<file path="src/common/nbd_pkg.sv">
// Constants, field layout and event carrier for the network delay and diagnostics block.
// Assumes a single 200 MHz clock shared with every user of the package.
package nbd_pkg;
    // ********************************
    // Clock and timing
    // ********************************
    localparam int unsigned CLK_FREQ_HZ = 200_000_000;
    localparam int unsigned TICK_MS = 1;
    localparam int unsigned MS_CYCLES = CLK_FREQ_HZ / 1000 * TICK_MS;
    localparam int unsigned HB_PERIOD_S = 1;
    localparam int unsigned HB_TIMEOUT_MS = HB_PERIOD_S * 1000;
    localparam int unsigned RECHECK_S = 30;
    localparam int unsigned RECHECK_MS = RECHECK_S * 1000;
    // ********************************
    // Transmit delay limits in ms
    // ********************************
    localparam logic [7:0] DELAY_MIN = 8'h0A;
    localparam logic [7:0] DELAY_MAX = 8'hFF;
    // ********************************
    // Register offsets
    // ********************************
    localparam logic [7:0] OFS_CTRL = 8'h00;
    localparam logic [7:0] OFS_DELAY = 8'h04;
    localparam logic [7:0] OFS_FLAGS = 8'h08;
    localparam logic [7:0] OFS_IRQ_STAT = 8'h0C;
    localparam logic [7:0] OFS_IRQ_MASK = 8'h10;
    localparam logic [7:0] OFS_STATUS = 8'h14;
    // ********************************
    // Flag layout, flag n sits at bit n-1
    // ********************************
    localparam int FLAG_W = 19;
    localparam int PEERS = 8;
    localparam int FB_RADIO = 8;
    localparam int FB_SYNC = 9;
    localparam int FB_ETH = 10;
    localparam int FB_ARITH = 11;
    localparam int FB_EXP = 12;
    localparam int FB_OVL = 13;
    localparam int FB_IRQOVL = 18;
    localparam logic [18:0] FLAG_RSV_MASK = 19'h3C000;
    localparam logic [3:0] GROUP_MIN_PEERS = 4'h2;
    // Control and status bits
    localparam int CB_RUN = 0;
    localparam int SB_BUSY = 0;
    localparam int SB_REJECT = 1;
    localparam int SB_OUT_OFF = 2;
    // ********************************
    // Event inputs from the controller
    // ********************************
    typedef struct packed {
        logic net_active;
        logic radio_enable;
        logic radio_signal;
        logic sync_fail;
        logic sync_ok;
        logic clock_set;
        logic eth_link_ok;
        logic st_program;
        logic arith_fault;
        logic expansion_lost;
        logic out_fault;
        logic irq_overrun;
    } nbd_evt_type;
endpackage : nbd_pkg

</file>
<file path="src/verilog/nbd_peer_watch.sv">
// Heartbeat watchdog for one peer station.
// Assumes heartbeat is a one-cycle pulse and ms_tick a one-cycle pulse each millisecond.
module nbd_peer_watch #(
    parameter int unsigned TIMEOUT_MS = nbd_pkg::HB_TIMEOUT_MS,
    parameter int CNT_W = 16
) (
    input wire logic clk, // Clock
    input wire logic resetn, // Async reset, active low
    input wire logic enable, // Watch is armed
    input wire logic ms_tick, // Millisecond tick
    input wire logic heartbeat, // Heartbeat seen from peer
    output logic missing // Peer absent
);
    localparam logic [CNT_W-1:0] LIMIT = CNT_W'(TIMEOUT_MS);
    logic [CNT_W-1:0] age_r;
    logic [CNT_W-1:0] age_nxt;
    logic missing_r;
    logic missing_nxt;
    wire expired = (age_r >= LIMIT);
    // Age counts milliseconds since the last heartbeat
    assign age_nxt = (!enable || heartbeat) ? '0 :
                     (ms_tick && !expired) ? age_r + 1'b1 : age_r;
    // Flag holds until the next heartbeat
    assign missing_nxt = enable && !heartbeat && (missing_r || expired);
    assign missing = missing_r;
    // Watchdog state
    always_ff @(posedge clk or negedge resetn)
    begin
        if (!resetn)
        begin
            age_r <= '0;
            missing_r <= 1'b0;
        end
        else
        begin
            age_r <= age_nxt;
            missing_r <= missing_nxt;
        end
    end
endmodule : nbd_peer_watch

</file>
<file path="src/verilog/nbd_diag.sv">
// Network transmit hold-off and diagnostic flag bank with register port and interrupt.
// Assumes event inputs are synchronous to clk and the register master never overlaps strobes.
// Operation
// Delay register accepts only 10 to 255 ms
// Transmission waits the configured delay
// Software sizes delay with put/get formula
// Software sizes delay for markers only
// Flags live only in run mode
// Peer missing flag when group above two
// Radio time lost when enabled, no signal
// Failed time sync sets its flag
// Clock setting block leaves sync flag alone
// Ethernet failure sets its flag
// Structured text arithmetic fault sets flag
// Missing expansion module sets its flag
// Output overload switches off, rechecks later
// Interrupt overload sets its flag
// Peer flag holds until heartbeat returns
// Positions fifteen to eighteen read zero
//
// Added by the designer: the strobed register port and the placing of the registers.
module nbd_diag #(
    parameter int unsigned MS_CYCLES = nbd_pkg::MS_CYCLES,
    parameter int unsigned HB_TIMEOUT_MS = nbd_pkg::HB_TIMEOUT_MS,
    parameter int unsigned RECHECK_MS = nbd_pkg::RECHECK_MS
) (
    input wire logic clk, // Clock, 200 MHz
    input wire logic resetn, // Async reset, active low
    input wire logic [7:0] reg_addr, // Register byte address
    input wire logic [31:0] reg_wdata, // Write data
    input wire logic reg_wr, // Write strobe
    input wire logic reg_rd, // Read strobe
    output logic [31:0] reg_rdata, // Read data, cycle after strobe
    input wire nbd_pkg::nbd_evt_type evt, // Controller events
    input wire logic [7:0] heartbeat, // Heartbeat pulse per peer
    input wire logic [3:0] station_count, // Stations in the group
    input wire logic tx_req, // Data ready to send
    output logic tx_go, // Send now pulse
    output logic tx_busy, // Hold-off running
    output logic [18:0] diag_flags, // Diagnostic flags
    output logic outputs_off, // Transistor outputs forced off
    output logic irq // Interrupt, active high level
);
    // ********************************
    // Declarations
    // ********************************
    typedef enum logic [1:0] {
        OVL_OK = 2'h0,
        OVL_OFF = 2'h1,
        OVL_CHECK = 2'h3
    } nbd_ovl_type;
    typedef enum logic {
        TX_IDLE = 1'b0,
        TX_WAIT = 1'b1
    } nbd_tx_type;
    localparam logic [31:0] MS_LAST = 32'(MS_CYCLES - 1);
    localparam logic [15:0] RECHECK_LIMIT = 16'(RECHECK_MS);
    logic run_r;
    logic run_nxt;
    logic [7:0] delay_r;
    logic [7:0] delay_nxt;
    logic reject_r;
    logic reject_nxt;
    logic [18:0] flags_r;
    logic [18:0] flags_nxt;
    logic [18:0] irq_stat_r;
    logic [18:0] irq_stat_nxt;
    logic [18:0] irq_mask_r;
    logic [18:0] irq_mask_nxt;
    logic irq_r;
    logic [31:0] rdata_r;
    logic [31:0] rdata_nxt;
    logic [31:0] tick_cnt_r;
    logic [31:0] tick_cnt_nxt;
    logic sync_r;
    logic sync_nxt;
    logic arith_r;
    logic arith_nxt;
    nbd_ovl_type ovl_r;
    nbd_ovl_type ovl_nxt;
    logic [15:0] ovl_ms_r;
    logic [15:0] ovl_ms_nxt;
    logic off_r;
    nbd_tx_type tx_r;
    nbd_tx_type tx_nxt;
    logic [31:0] tx_cyc_r;
    logic [31:0] tx_cyc_nxt;
    logic [7:0] tx_ms_r;
    logic [7:0] tx_ms_nxt;
    logic tx_go_r;
    logic tx_go_nxt;
    logic [7:0] peer_miss;

    // ********************************
    // Register decode
    // ********************************
    function automatic logic hit(input logic [7:0] a, input logic [7:0] ofs);
        hit = (a == ofs);
    endfunction : hit

    // Write and read selects
    wire wr_ctrl = reg_wr && hit(reg_addr, nbd_pkg::OFS_CTRL);
    wire wr_delay = reg_wr && hit(reg_addr, nbd_pkg::OFS_DELAY);
    wire wr_mask = reg_wr && hit(reg_addr, nbd_pkg::OFS_IRQ_MASK);
    wire rd_stat = reg_rd && hit(reg_addr, nbd_pkg::OFS_IRQ_STAT);
    wire [7:0] wr_val = reg_wdata[7:0];
    wire delay_ok = (reg_wdata[31:8] == 24'h000000) && (wr_val >= nbd_pkg::DELAY_MIN)
        && (wr_val <= nbd_pkg::DELAY_MAX);
    wire [31:0] status_word = {29'h00000000, off_r, reject_r, tx_busy};

    // Control and delay registers
    assign run_nxt = wr_ctrl ? reg_wdata[nbd_pkg::CB_RUN] : run_r;
    assign delay_nxt = (wr_delay && delay_ok) ? wr_val : delay_r;
    assign reject_nxt = wr_delay ? !delay_ok : reject_r;
    assign irq_mask_nxt = wr_mask ? reg_wdata[18:0] : irq_mask_r;

    // Read multiplexer, unmapped reads return zero
    assign rdata_nxt = !reg_rd ? 32'h00000000 :
        hit(reg_addr, nbd_pkg::OFS_CTRL) ? {31'h00000000, run_r} :
        hit(reg_addr, nbd_pkg::OFS_DELAY) ? {24'h000000, delay_r} :
        hit(reg_addr, nbd_pkg::OFS_FLAGS) ? {13'h0000, flags_r} :
        hit(reg_addr, nbd_pkg::OFS_IRQ_STAT) ? {13'h0000, irq_stat_r} :
        hit(reg_addr, nbd_pkg::OFS_IRQ_MASK) ? {13'h0000, irq_mask_r} :
        hit(reg_addr, nbd_pkg::OFS_STATUS) ? status_word : 32'h00000000;

    // ********************************
    // Millisecond tick and peer watch
    // ********************************
    wire ms_tick = (tick_cnt_r == MS_LAST);
    assign tick_cnt_nxt = ms_tick ? 32'h00000000 : tick_cnt_r + 32'h00000001;
    wire peer_en = run_r && evt.net_active && (station_count > nbd_pkg::GROUP_MIN_PEERS);

    // One watchdog per peer station
    genvar gi;
    generate
        for (gi = 0; gi < nbd_pkg::PEERS; gi++)
        begin : g_peer
            nbd_peer_watch #(
                .TIMEOUT_MS(HB_TIMEOUT_MS),
                .CNT_W(16)
            ) u_watch (
                .clk(clk), // Clock
                .resetn(resetn), // Reset
                .enable(peer_en),
                .ms_tick(ms_tick), // Tick
                .heartbeat(heartbeat[gi]),
                .missing(peer_miss[gi]) // Absent
            );
        end
    endgenerate

    // ********************************
    // Diagnostic flags
    // ********************************
    // Time sync flag, set wins over clear; clock_set is deliberately not a term
    assign sync_nxt = run_r && (evt.sync_fail || (sync_r && !evt.sync_ok));
    // Arithmetic fault latches while run lasts
    assign arith_nxt = run_r && (arith_r || (evt.st_program && evt.arith_fault));

    // Flag vector, cleared outside run
    always_comb
    begin
        flags_nxt = 19'h00000;
        flags_nxt[7:0] = peer_miss;
        flags_nxt[nbd_pkg::FB_RADIO] = evt.radio_enable && !evt.radio_signal;
        flags_nxt[nbd_pkg::FB_SYNC] = sync_r;
        flags_nxt[nbd_pkg::FB_ETH] = !evt.eth_link_ok;
        flags_nxt[nbd_pkg::FB_ARITH] = arith_r;
        flags_nxt[nbd_pkg::FB_EXP] = evt.expansion_lost;
        flags_nxt[nbd_pkg::FB_OVL] = (ovl_r != OVL_OK);
        flags_nxt[nbd_pkg::FB_IRQOVL] = evt.irq_overrun;
        flags_nxt = flags_nxt & ~nbd_pkg::FLAG_RSV_MASK;
        if (!run_r)
        begin
            flags_nxt = 19'h00000;
        end
    end

    // ********************************
    // Output overload and recheck
    // ********************************
    wire recheck_due = (ovl_ms_r >= RECHECK_LIMIT);
    always_comb
    begin
        ovl_nxt = ovl_r;
        ovl_ms_nxt = ovl_ms_r;
        unique case (ovl_r)
            OVL_OK:
            begin
                ovl_ms_nxt = 16'h0000;
                if (evt.out_fault)
                begin
                    ovl_nxt = OVL_OFF;
                end
            end
            OVL_OFF:
            begin
                if (recheck_due)
                begin
                    ovl_nxt = OVL_CHECK;
                end
                else if (ms_tick)
                begin
                    ovl_ms_nxt = ovl_ms_r + 16'h0001;
                end
            end
            OVL_CHECK:
            begin
                ovl_ms_nxt = 16'h0000;
                ovl_nxt = evt.out_fault ? OVL_OFF : OVL_OK;
            end
            default:
            begin
                ovl_nxt = OVL_OK;
            end
        endcase
        if (!run_r)
        begin
            ovl_nxt = OVL_OK;
            ovl_ms_nxt = 16'h0000;
        end
    end

    // ********************************
    // Transmit hold-off
    // ********************************
    wire tx_ms_end = (tx_cyc_r == MS_LAST);
    wire tx_done = tx_ms_end && (tx_ms_r == 8'h01);
    always_comb
    begin
        tx_nxt = tx_r;
        tx_cyc_nxt = tx_cyc_r;
        tx_ms_nxt = tx_ms_r;
        tx_go_nxt = 1'b0;
        unique case (tx_r)
            TX_IDLE:
            begin
                if (tx_req && run_r)
                begin
                    tx_nxt = TX_WAIT;
                    tx_cyc_nxt = 32'h00000000;
                    tx_ms_nxt = delay_r;
                end
            end
            TX_WAIT:
            begin
                tx_cyc_nxt = tx_ms_end ? 32'h00000000 : tx_cyc_r + 32'h00000001;
                if (tx_ms_end)
                begin
                    tx_ms_nxt = tx_ms_r - 8'h01;
                end
                if (tx_done)
                begin
                    tx_nxt = TX_IDLE;
                    tx_go_nxt = 1'b1;
                end
            end
        endcase
        if (!run_r)
        begin
            tx_nxt = TX_IDLE;
            tx_go_nxt = 1'b0;
        end
    end

    // ********************************
    // Interrupt status and output
    // ********************************
    wire [18:0] rise = flags_nxt & ~flags_r;
    assign irq_stat_nxt = (rd_stat ? 19'h00000 : irq_stat_r) | rise;

    // ********************************
    // Registers
    // ********************************
    // Software visible state
    always_ff @(posedge clk or negedge resetn)
    begin
        if (!resetn)
        begin
            run_r <= 1'b0;
            delay_r <= nbd_pkg::DELAY_MIN;
            reject_r <= 1'b0;
            irq_mask_r <= 19'h00000;
            irq_stat_r <= 19'h00000;
            irq_r <= 1'b0;
            rdata_r <= 32'h00000000;
        end
        else
        begin
            run_r <= run_nxt;
            delay_r <= delay_nxt;
            reject_r <= reject_nxt;
            irq_mask_r <= irq_mask_nxt;
            irq_stat_r <= irq_stat_nxt;
            irq_r <= |(irq_stat_nxt & irq_mask_nxt);
            rdata_r <= rdata_nxt;
        end
    end

    // Flags and overload state
    always_ff @(posedge clk or negedge resetn)
    begin
        if (!resetn)
        begin
            flags_r <= 19'h00000;
            sync_r <= 1'b0;
            arith_r <= 1'b0;
            ovl_r <= OVL_OK;
            ovl_ms_r <= 16'h0000;
            off_r <= 1'b0;
            tick_cnt_r <= 32'h00000000;
        end
        else
        begin
            flags_r <= flags_nxt;
            sync_r <= sync_nxt;
            arith_r <= arith_nxt;
            ovl_r <= ovl_nxt;
            ovl_ms_r <= ovl_ms_nxt;
            off_r <= (ovl_nxt == OVL_OFF);
            tick_cnt_r <= tick_cnt_nxt;
        end
    end

    // Transmit state
    always_ff @(posedge clk or negedge resetn)
    begin
        if (!resetn)
        begin
            tx_r <= TX_IDLE;
            tx_cyc_r <= 32'h00000000;
            tx_ms_r <= 8'h00;
            tx_go_r <= 1'b0;
        end
        else
        begin
            tx_r <= tx_nxt;
            tx_cyc_r <= tx_cyc_nxt;
            tx_ms_r <= tx_ms_nxt;
            tx_go_r <= tx_go_nxt;
        end
    end

    // Outputs
    assign reg_rdata = rdata_r;
    assign tx_go = tx_go_r;
    assign tx_busy = (tx_r == TX_WAIT);
    assign diag_flags = flags_r;
    assign outputs_off = off_r;
    assign irq = irq_r;

    // ********************************
    // Assertions
    // ********************************
    property p_delay_range;
        @(posedge clk) disable iff (!resetn)
        delay_r >= nbd_pkg::DELAY_MIN;
    endproperty
    a_delay_range: assert property (p_delay_range) else $error("delay below minimum");

    property p_delay_reject;
        @(posedge clk) disable iff (!resetn)
        (wr_delay && !delay_ok) |=> ($stable(delay_r) && reject_r);
    endproperty
    a_delay_reject: assert property (p_delay_reject) else $error("bad delay taken");

    property p_tx_wait;
        @(posedge clk) disable iff (!resetn)
        tx_go |-> ($past(tx_ms_r) == 8'h01 && $past(tx_cyc_r) == MS_LAST);
    endproperty
    a_tx_wait: assert property (p_tx_wait) else $error("send before delay");

    property p_stop_clear;
        @(posedge clk) disable iff (!resetn)
        !run_r |=> (diag_flags == 19'h00000);
    endproperty
    a_stop_clear: assert property (p_stop_clear) else $error("flag outside run");

    property p_peer_gate;
        @(posedge clk) disable iff (!resetn)
        (diag_flags[7:0] != 8'h00) |-> $past(peer_en, 2);
    endproperty
    a_peer_gate: assert property (p_peer_gate) else $error("peer flag ungated");

    property p_radio;
        @(posedge clk) disable iff (!resetn)
        (run_r && evt.radio_enable && !evt.radio_signal) |=> diag_flags[nbd_pkg::FB_RADIO];
    endproperty
    a_radio: assert property (p_radio) else $error("radio flag missed");

    property p_sync_fail;
        @(posedge clk) disable iff (!resetn)
        (run_r && evt.sync_fail) ##1 run_r |=> diag_flags[nbd_pkg::FB_SYNC];
    endproperty
    a_sync_fail: assert property (p_sync_fail) else $error("sync flag missed");

    property p_clock_set;
        @(posedge clk) disable iff (!resetn)
        (run_r && evt.clock_set && !evt.sync_fail && !evt.sync_ok) |=> $stable(sync_r);
    endproperty
    a_clock_set: assert property (p_clock_set) else $error("clock set moved flag");

    property p_eth;
        @(posedge clk) disable iff (!resetn)
        (run_r && !evt.eth_link_ok) |=> diag_flags[nbd_pkg::FB_ETH];
    endproperty
    a_eth: assert property (p_eth) else $error("ethernet flag missed");

    property p_ovl_off;
        @(posedge clk) disable iff (!resetn)
        (run_r && ovl_r == OVL_OK && evt.out_fault) |=> (outputs_off ##1 diag_flags[nbd_pkg::FB_OVL]);
    endproperty
    a_ovl_off: assert property (p_ovl_off) else $error("overload not handled");

    property p_reserved;
        @(posedge clk) disable iff (!resetn)
        (diag_flags & nbd_pkg::FLAG_RSV_MASK) == 19'h00000;
    endproperty
    a_reserved: assert property (p_reserved) else $error("reserved flag set");

    c_tx_go: cover property (@(posedge clk) disable iff (!resetn) tx_go);
    c_recheck: cover property (@(posedge clk) disable iff (!resetn) ovl_r == OVL_CHECK);
    c_irq: cover property (@(posedge clk) disable iff (!resetn) $rose(irq));
endmodule : nbd_diag

</file>
<file path="config.mk">
export PLATFORM = sky130hd
export DESIGN_NAME = nbd_diag
export DESIGN_NICKNAME = d
export VERILOG_FILES = /design/src/common/nbd_pkg.sv /design/src/verilog/nbd_peer_watch.sv /design/src/verilog/nbd_diag.sv
export SDC_FILE = /design/constraint.sdc
export NUM_CORES = 1
export LEC_CHECK = 0
export ABC_CLOCK_PERIOD_IN_PS = 7350
export BUFFER_PORTS_ARGS = -buffer_cell sky130_fd_sc_hd__buf_2
export CAP_MARGIN = 10
export CORE_UTILIZATION = 40
export CTS_BUF_LIST = sky130_fd_sc_hd__clkbuf_8
export DETAILED_ROUTE_END_ITERATION = 10
export HOLD_SLACK_MARGIN = 0.02
export PLACE_DENSITY_LB_ADDON = 0.12
export SYNTH_ARGS = -nofsm -noshare
export SYNTH_HDL_FRONTEND = slang
export SYNTH_SLANG_ARGS = --single-unit
</file>
<file path="constraint.sdc">
create_clock -name clk -period 7.35 [get_ports clk]
set_input_delay 1.1025 -clock clk [delete_from_list [all_inputs] [get_ports clk]]
set_output_delay 1.1025 -clock clk [all_outputs]
set_load 0.02 [all_outputs]
</file>
# Yosys cells after proc, flatten, opt, wreduce, memory -nomap -nowiden
# Index checks and enable logic that the tools add are counted.
dict set report word_totals {
  in_bits 69
  reg_bits 318
  wordCells 223
  out_inout_bits 55
}
dict set report op_classes {
  eq_ne 16
  n_mux 49
  bitwise 5
  magnitude_cmp 12
  reduce_logical 95
  n_addsub 12
}
# operator count
set op_table {}
lappend op_table {{$mux 16} 19}
lappend op_table {{$mux 19} 9}
lappend op_table {{$add 16x1->16 const B} 9}
lappend op_table {{$ge 16x10->1 const B} 8}
lappend op_table {{$mux 32} 3}
lappend op_table {{$add 32x1->32 const B} 2}
lappend op_table {{$eq 32x18->1 const B} 2}
lappend op_table {{$pmux 32 s2} 1}
lappend op_table {{$logic_and 1x1->1} 40}
lappend op_table {{$and 19x19->19} 2}
lappend op_table {{$pmux 16 s2} 1}
lappend op_table {{$logic_not 24->1} 1}
lappend op_table {{$logic_not 1->1} 21}
lappend op_table {{$not 19->19} 1}
lappend op_table {{$or 19x19->19} 1}
lappend op_table {{$reduce_or 19->1} 1}
lappend op_table {{$logic_or 1x1->1} 18}
lappend op_table {{$reduce_bool 2->1} 9}
lappend op_table {{$eq 8x4->1 const B} 2}
lappend op_table {{$eq 8x5->1 const B} 2}
lappend op_table {{$ge 16x15->1 const B} 1}
lappend op_table {{$mux 8} 2}
lappend op_table {{$pmux 8 s2} 1}
lappend op_table {{$eq 8x1->1 const B} 1}
lappend op_table {{other kinds (22)} 32}

# Depth between registers and ports, before layout
dict set report depth {
  word_depth 8
  depth_mapped 10
  mapped_depth_nobuf 7
}

# Hierarchy
# A second synthesis with hierarchy kept.
dict set report unflattened {
  hier_cells 1533
  hier_area_um2 15361.0
}
# module cells_per_inst seq_area_each_um2 instances area_per_inst_um2
set modules_own_cells {}
lappend modules_own_cells {nbd_diag 933 4456.8 1 8994.9}
lappend modules_own_cells {nbd_peer_watch 75 425.4 8 795.8}

# Least setup slack after synthesis
# No wires, ideal clock.
dict set report synth_path {
  path_kind {input-to-reg}
  start {in reg_addr[1]}
  end {reg irq_r (netlist: irq)}
  path_buffers 1
  arrival_ps 3365
  path_slack_ps 3856
  setup_ps 129
  required_ps 7221
  path_stages 7
  cell_sequence {or3_1 > or4_4 > buf_6 > a22o_1 > a2111o_1 > a2111o_1 > a2111o_1}
}
dict set report synth_between {
  elab_chain_len 6
  elab_cells_between_ends 9
  cone_classes {eq/ne (2); mux (2); bitwise (2); reduce/logical (3)}
}
# item line
set synth_rtl {}
lappend synth_rtl {{start, declared} nbd_diag.sv:29} ;# input wire logic [7:0] reg_addr,
lappend synth_rtl {{$eq 8x4->1} nbd_diag.sv:98} ;# hit = (a == ofs);
lappend synth_rtl {{$logic_and 1x1->1} nbd_diag.sv:105} ;# wire rd_stat = reg_rd && hit(reg_addr, nbd_pkg::OFS_IRQ_STAT);
lappend synth_rtl {{$mux 19} nbd_diag.sv:270} ;# assign irq_stat_nxt = (rd_stat ? 19'h00000 : irq_stat_r) | rise;
lappend synth_rtl {{$or 19x19->19} nbd_diag.sv:270}
lappend synth_rtl {{named net irq_stat_nxt[18]} nbd_diag.sv:67} ;# logic [18:0] irq_stat_nxt;
lappend synth_rtl {{$and 19x19->19} nbd_diag.sv:295} ;# irq_r <= |(irq_stat_nxt & irq_mask_nxt);
lappend synth_rtl {{$reduce_or 19->1} nbd_diag.sv:295}
lappend synth_rtl {{end signal, assigned} nbd_diag.sv:295}
lappend synth_rtl {{end, declared} nbd_diag.sv:70} ;# logic irq_r;
# The timed path passes the listed nets, and every way through them passes these cells.
# A chain may end at the register's enable or synchronous reset.

# Worst setup path in the final report
dict set report layout_path {
  start {in reg_addr[3]}
  end {reg irq_r (netlist: irq)}
}
dict set report layout_between {
  elab_cells_between_ends 9
  cone_classes {eq/ne (2); mux (2); bitwise (2); reduce/logical (3)}
}
# item line
set layout_lines {}
lappend layout_lines {{$eq 8x5->1} nbd_diag.sv:98}
lappend layout_lines {{$logic_and 1x1->1} nbd_diag.sv:104} ;# wire wr_mask = reg_wr && hit(reg_addr, nbd_pkg::OFS_IRQ_MASK);
lappend layout_lines {{$mux 19} nbd_diag.sv:115} ;# assign irq_mask_nxt = wr_mask ? reg_wdata[18:0] : irq_mask_r;
lappend layout_lines {{named net irq_mask_nxt[18]} nbd_diag.sv:69} ;# logic [18:0] irq_mask_nxt;
lappend layout_lines {{$and 19x19->19} nbd_diag.sv:295}
lappend layout_lines {{$reduce_or 19->1} nbd_diag.sv:295}
# The timed path passes the listed nets, and every way through them passes these cells.

==> flow_summary.json <==
{
  "status": "complete, no violations",
  "cts-resized-gates": 0,
  "drc": 0,
  "drt_iter0_markers": 666,
  "hp-class": "primary input to asynchronous set/reset pin",
  "fmax_mhz": 272,
  "syn_inst": 1530,
  "rows": 70,
  "final_cells": 2195,
  "io_buffer_count": 105,
  "finalHoldViolCount": 0,
  "tightest_slew_ns": 1.12,
  "setup-violations-final": 0,
  "synth-edff-count": 0,
  "maxCapViolations": 0,
  "viasPerCell": 5.30,
  "worstPathMaxFanout": 16,
  "arrival_ns": 4.17,
  "rsz0062_at_grt": "no",
  "grt_pass1_vias": 11444,
  "cts.path.max_buffers": 3,
  "die-area_sq_um": 38500,
  "yosysWarnings": 0,
  "clk_root_buffer_cell": "clkbuf_8",
  "slew_violations": 0,
  "wl_um": 35100,
  "holdBufCountCts": 0,
  "drive_above_1_share": 0.152,
  "clk_latency_ns": 0.64,
  "synthToLayoutAreaGrowth_pct": 14.4,
  "via_count": 11632,
  "worstPathRequired_ns": 7.85,
  "cts_tree": "yes",
  "final_util": 0.468,
  "slew_headroom": 0.246,
  "firstDrtPassIters": 6,
  "cts-buffers-inserted": 55,
  "antenna_cells": 0,
  "start_util": 0.409,
  "antenna_found_initial": 1,
  "grt_pass1_wl_um": 59000,
  "avgSynthCellArea_sq_um": 9.85,
  "end_kind": "flip-flop",
  "ys_types": 70,
  "ios": 124,
  "postCtsSetupRepairBufs": 0,
  "syn_area_sq_um": 15100,
  "power_mw": 3.95,
  "n_fill_cell": 3525,
  "clk_pin_slew_worst_paths_ns": 0.06,
  "dpl.cell_count": 2092,
  "finalSetupTns_ns": 0,
  "fin_crit_ns": 3.67,
  "grt_use_total": 0.188,
  "grt_max_degree": 155,
  "die_w_um": 196,
  "period_share": 0.499,
  "fp.coreArea_sq_um": 36900,
  "finClkSkew_ns": 0.0296,
  "die_y_um": 196,
  "synth_flop_cell": "dfrtp_1",
  "p_per_area_nw_per_um2": 229,
  "async_reset_ff_frac": 1.00,
  "fin_nets": 1741,
  "ys_seq_area_frac": 0.522,
  "clock-sinks": 314,
  "h-tree-depth": 2,
  "hold-worst-slack_ns": 0.422,
  "start_kind": "primary input",
  "place_congestion": 0.830,
  "vdd_drop_max_mv": 0.148,
  "grt_overflow": 0,
  "worstSetupPathType": "primary input to flip-flop",
  "ant_nets": 0,
  "wl_per_cell_um": 16.0,
  "p_leak_nw": 7.74,
  "post-dp-hpwl_um": 23100,
  "ys_seq_elements": 314
}
## where the power goes
group | switching, mW | leakage, nW | internal [mW]
Combinational | 0.275 | 2.86 | 0.141
Sequential | 0.0835 | 4.21 | 1.81
Clock | 0.731 | 0.670 | 0.913
## cells in the final DEF (no fill, tap or decap), drive strengths merged, types with 7 or more instances in the layout
cell,count
nor4,37
a21oi,76
nor3,27
nand3,64
dfrtp,312
or4,10
clkinv,11
a22o,8
mux2,25
or2,11
nand4,60
buf,120
conb,17
and3,33
o21a,20
a31oi,22
o31ai,12
o21ai,77
xor2,51
nor2,136
and4,11
ha,27
o211ai,8
mux2i,7
a22oi,22
xnor2,30
and2,62
or3,23
clkbuf,72
inv,78
nand2,137
o2bb2ai,8
## final cells by class
cell class / instances / area, sq um / share of cell area
Clock buffer: 72 / 991 / 0.0575
Timing Repair Buffer: 120 / 661 / 0.0383
Multi-Input combinational cell: 1094 / 6710 / 0.389
Tap cell: 504 / 631 / 0.0366
Clock inverter: 31 / 165 / 0.00958
Inverter: 60 / 225 / 0.0131
Sequential cell: 314 / 7860 / 0.456
## critical path: stages
cell	delay [ns]
buf_2	0.13
nor4b_2	0.49
nand3_1	0.75
mux2_2	0.54
a2111o_1	0.42
a2111o_1	0.39
a2111o_1	0.34
## per-layer routing
layer / vias up / track usage / wire (um)
met5: - / 0 / 8
met4: 2 / 0.0532 / 582
met3: 52 / 0.0425 / 1740
met2: 230 / 0.286 / 15600
met1: 5668 / 0.269 / 17200
li1: 5680 / - / -
## worst paths after layout
path                                                    startpoint                                 endpoint  slack [ns]  cells after the start
max                                                    reg_addr[3]                            irq$_DFF_PN0_        3.68                      7
min                                                         resetn                 tx_cyc_r[26]$_DFFE_PN0P_        0.42                      1
max reg2reg                               tick_cnt_r[27]$_DFF_PN0_   g_peer[3].u_watch.age_r[6]$_DFFE_PN0P_        4.25                      7
min reg2reg                g_peer[1].u_watch.age_r[11]$_DFFE_PN0P_  g_peer[1].u_watch.age_r[11]$_DFFE_PN0P_        0.48                      1
max in group asynchronous                                   resetn  g_peer[1].u_watch.age_r[11]$_DFFE_PN0P_        5.38                      2
min in group clk           g_peer[1].u_watch.age_r[11]$_DFFE_PN0P_  g_peer[1].u_watch.age_r[11]$_DFFE_PN0P_        0.48                      1
## flip-flops by register name (all words and copies together) (netlist names), 15 cells and up
signal / flops
reg_rdata: 19
irq_mask_r: 19
tx_cyc_r: 32
ovl_ms_r: 16
g_peer.u_watch.age_r: 128
tick_cnt_r: 32
diag_flags: 15
irq_stat_r: 19
## through the flow
| step | setup WS (ns) | instance area, sq um |
|---|---|---|
| final | 3.68 | 17200 |
| after global placement | 3.11 | 16100 |
| after floorplan | 3.86 | 15100 |
| after detailed placement | 3.07 | 16100 |
| after global routing | 3.58 | 17200 |
| after CTS | 3.76 | 17200 |
## kinds of logic (layout without fill, tap and decap cells)
kind of cell / count (synthesis) / after routing / synth area share
flops: 314 / 314 / 0.522
mux: 32 / 32 / 0.0233
fa+ha+maj: 27 / 27 / 0.0224
compound gates: 299 / 299 / 0.127
other cells: 1 / 17 / 0.000249
simple gates: 638 / 638 / 0.219
xor+xnor: 81 / 81 / 0.0471
buf+inv: 138 / 283 / 0.0396
## cells in the mapped netlist, types with 9 or more instances
cell type	count	area, sq um
a21oi_1	76	380
a22oi_1	22	165
a31oi_1	22	138
and2_1	61	382
and3_1	33	206
and4_1	11	96.3
buf_4	17	128
clkbuf_1	57	214
dfrtp_1	312	7810
ha_1	27	338
inv_1	60	225
mux2_2	25	282
nand2_1	137	514
nand3_1	64	320
nand4_1	60	375
nor2_1	136	510
nor3_1	26	130
nor4_1	36	225
o21a_1	20	150
o21ai_0	77	385
o31ai_1	12	90.1
or2_2	10	62.6
or3_1	23	144
or4_1	9	67.6
xnor2_1	30	263
xor2_1	51	447
(Power assumes the default switching activity.)
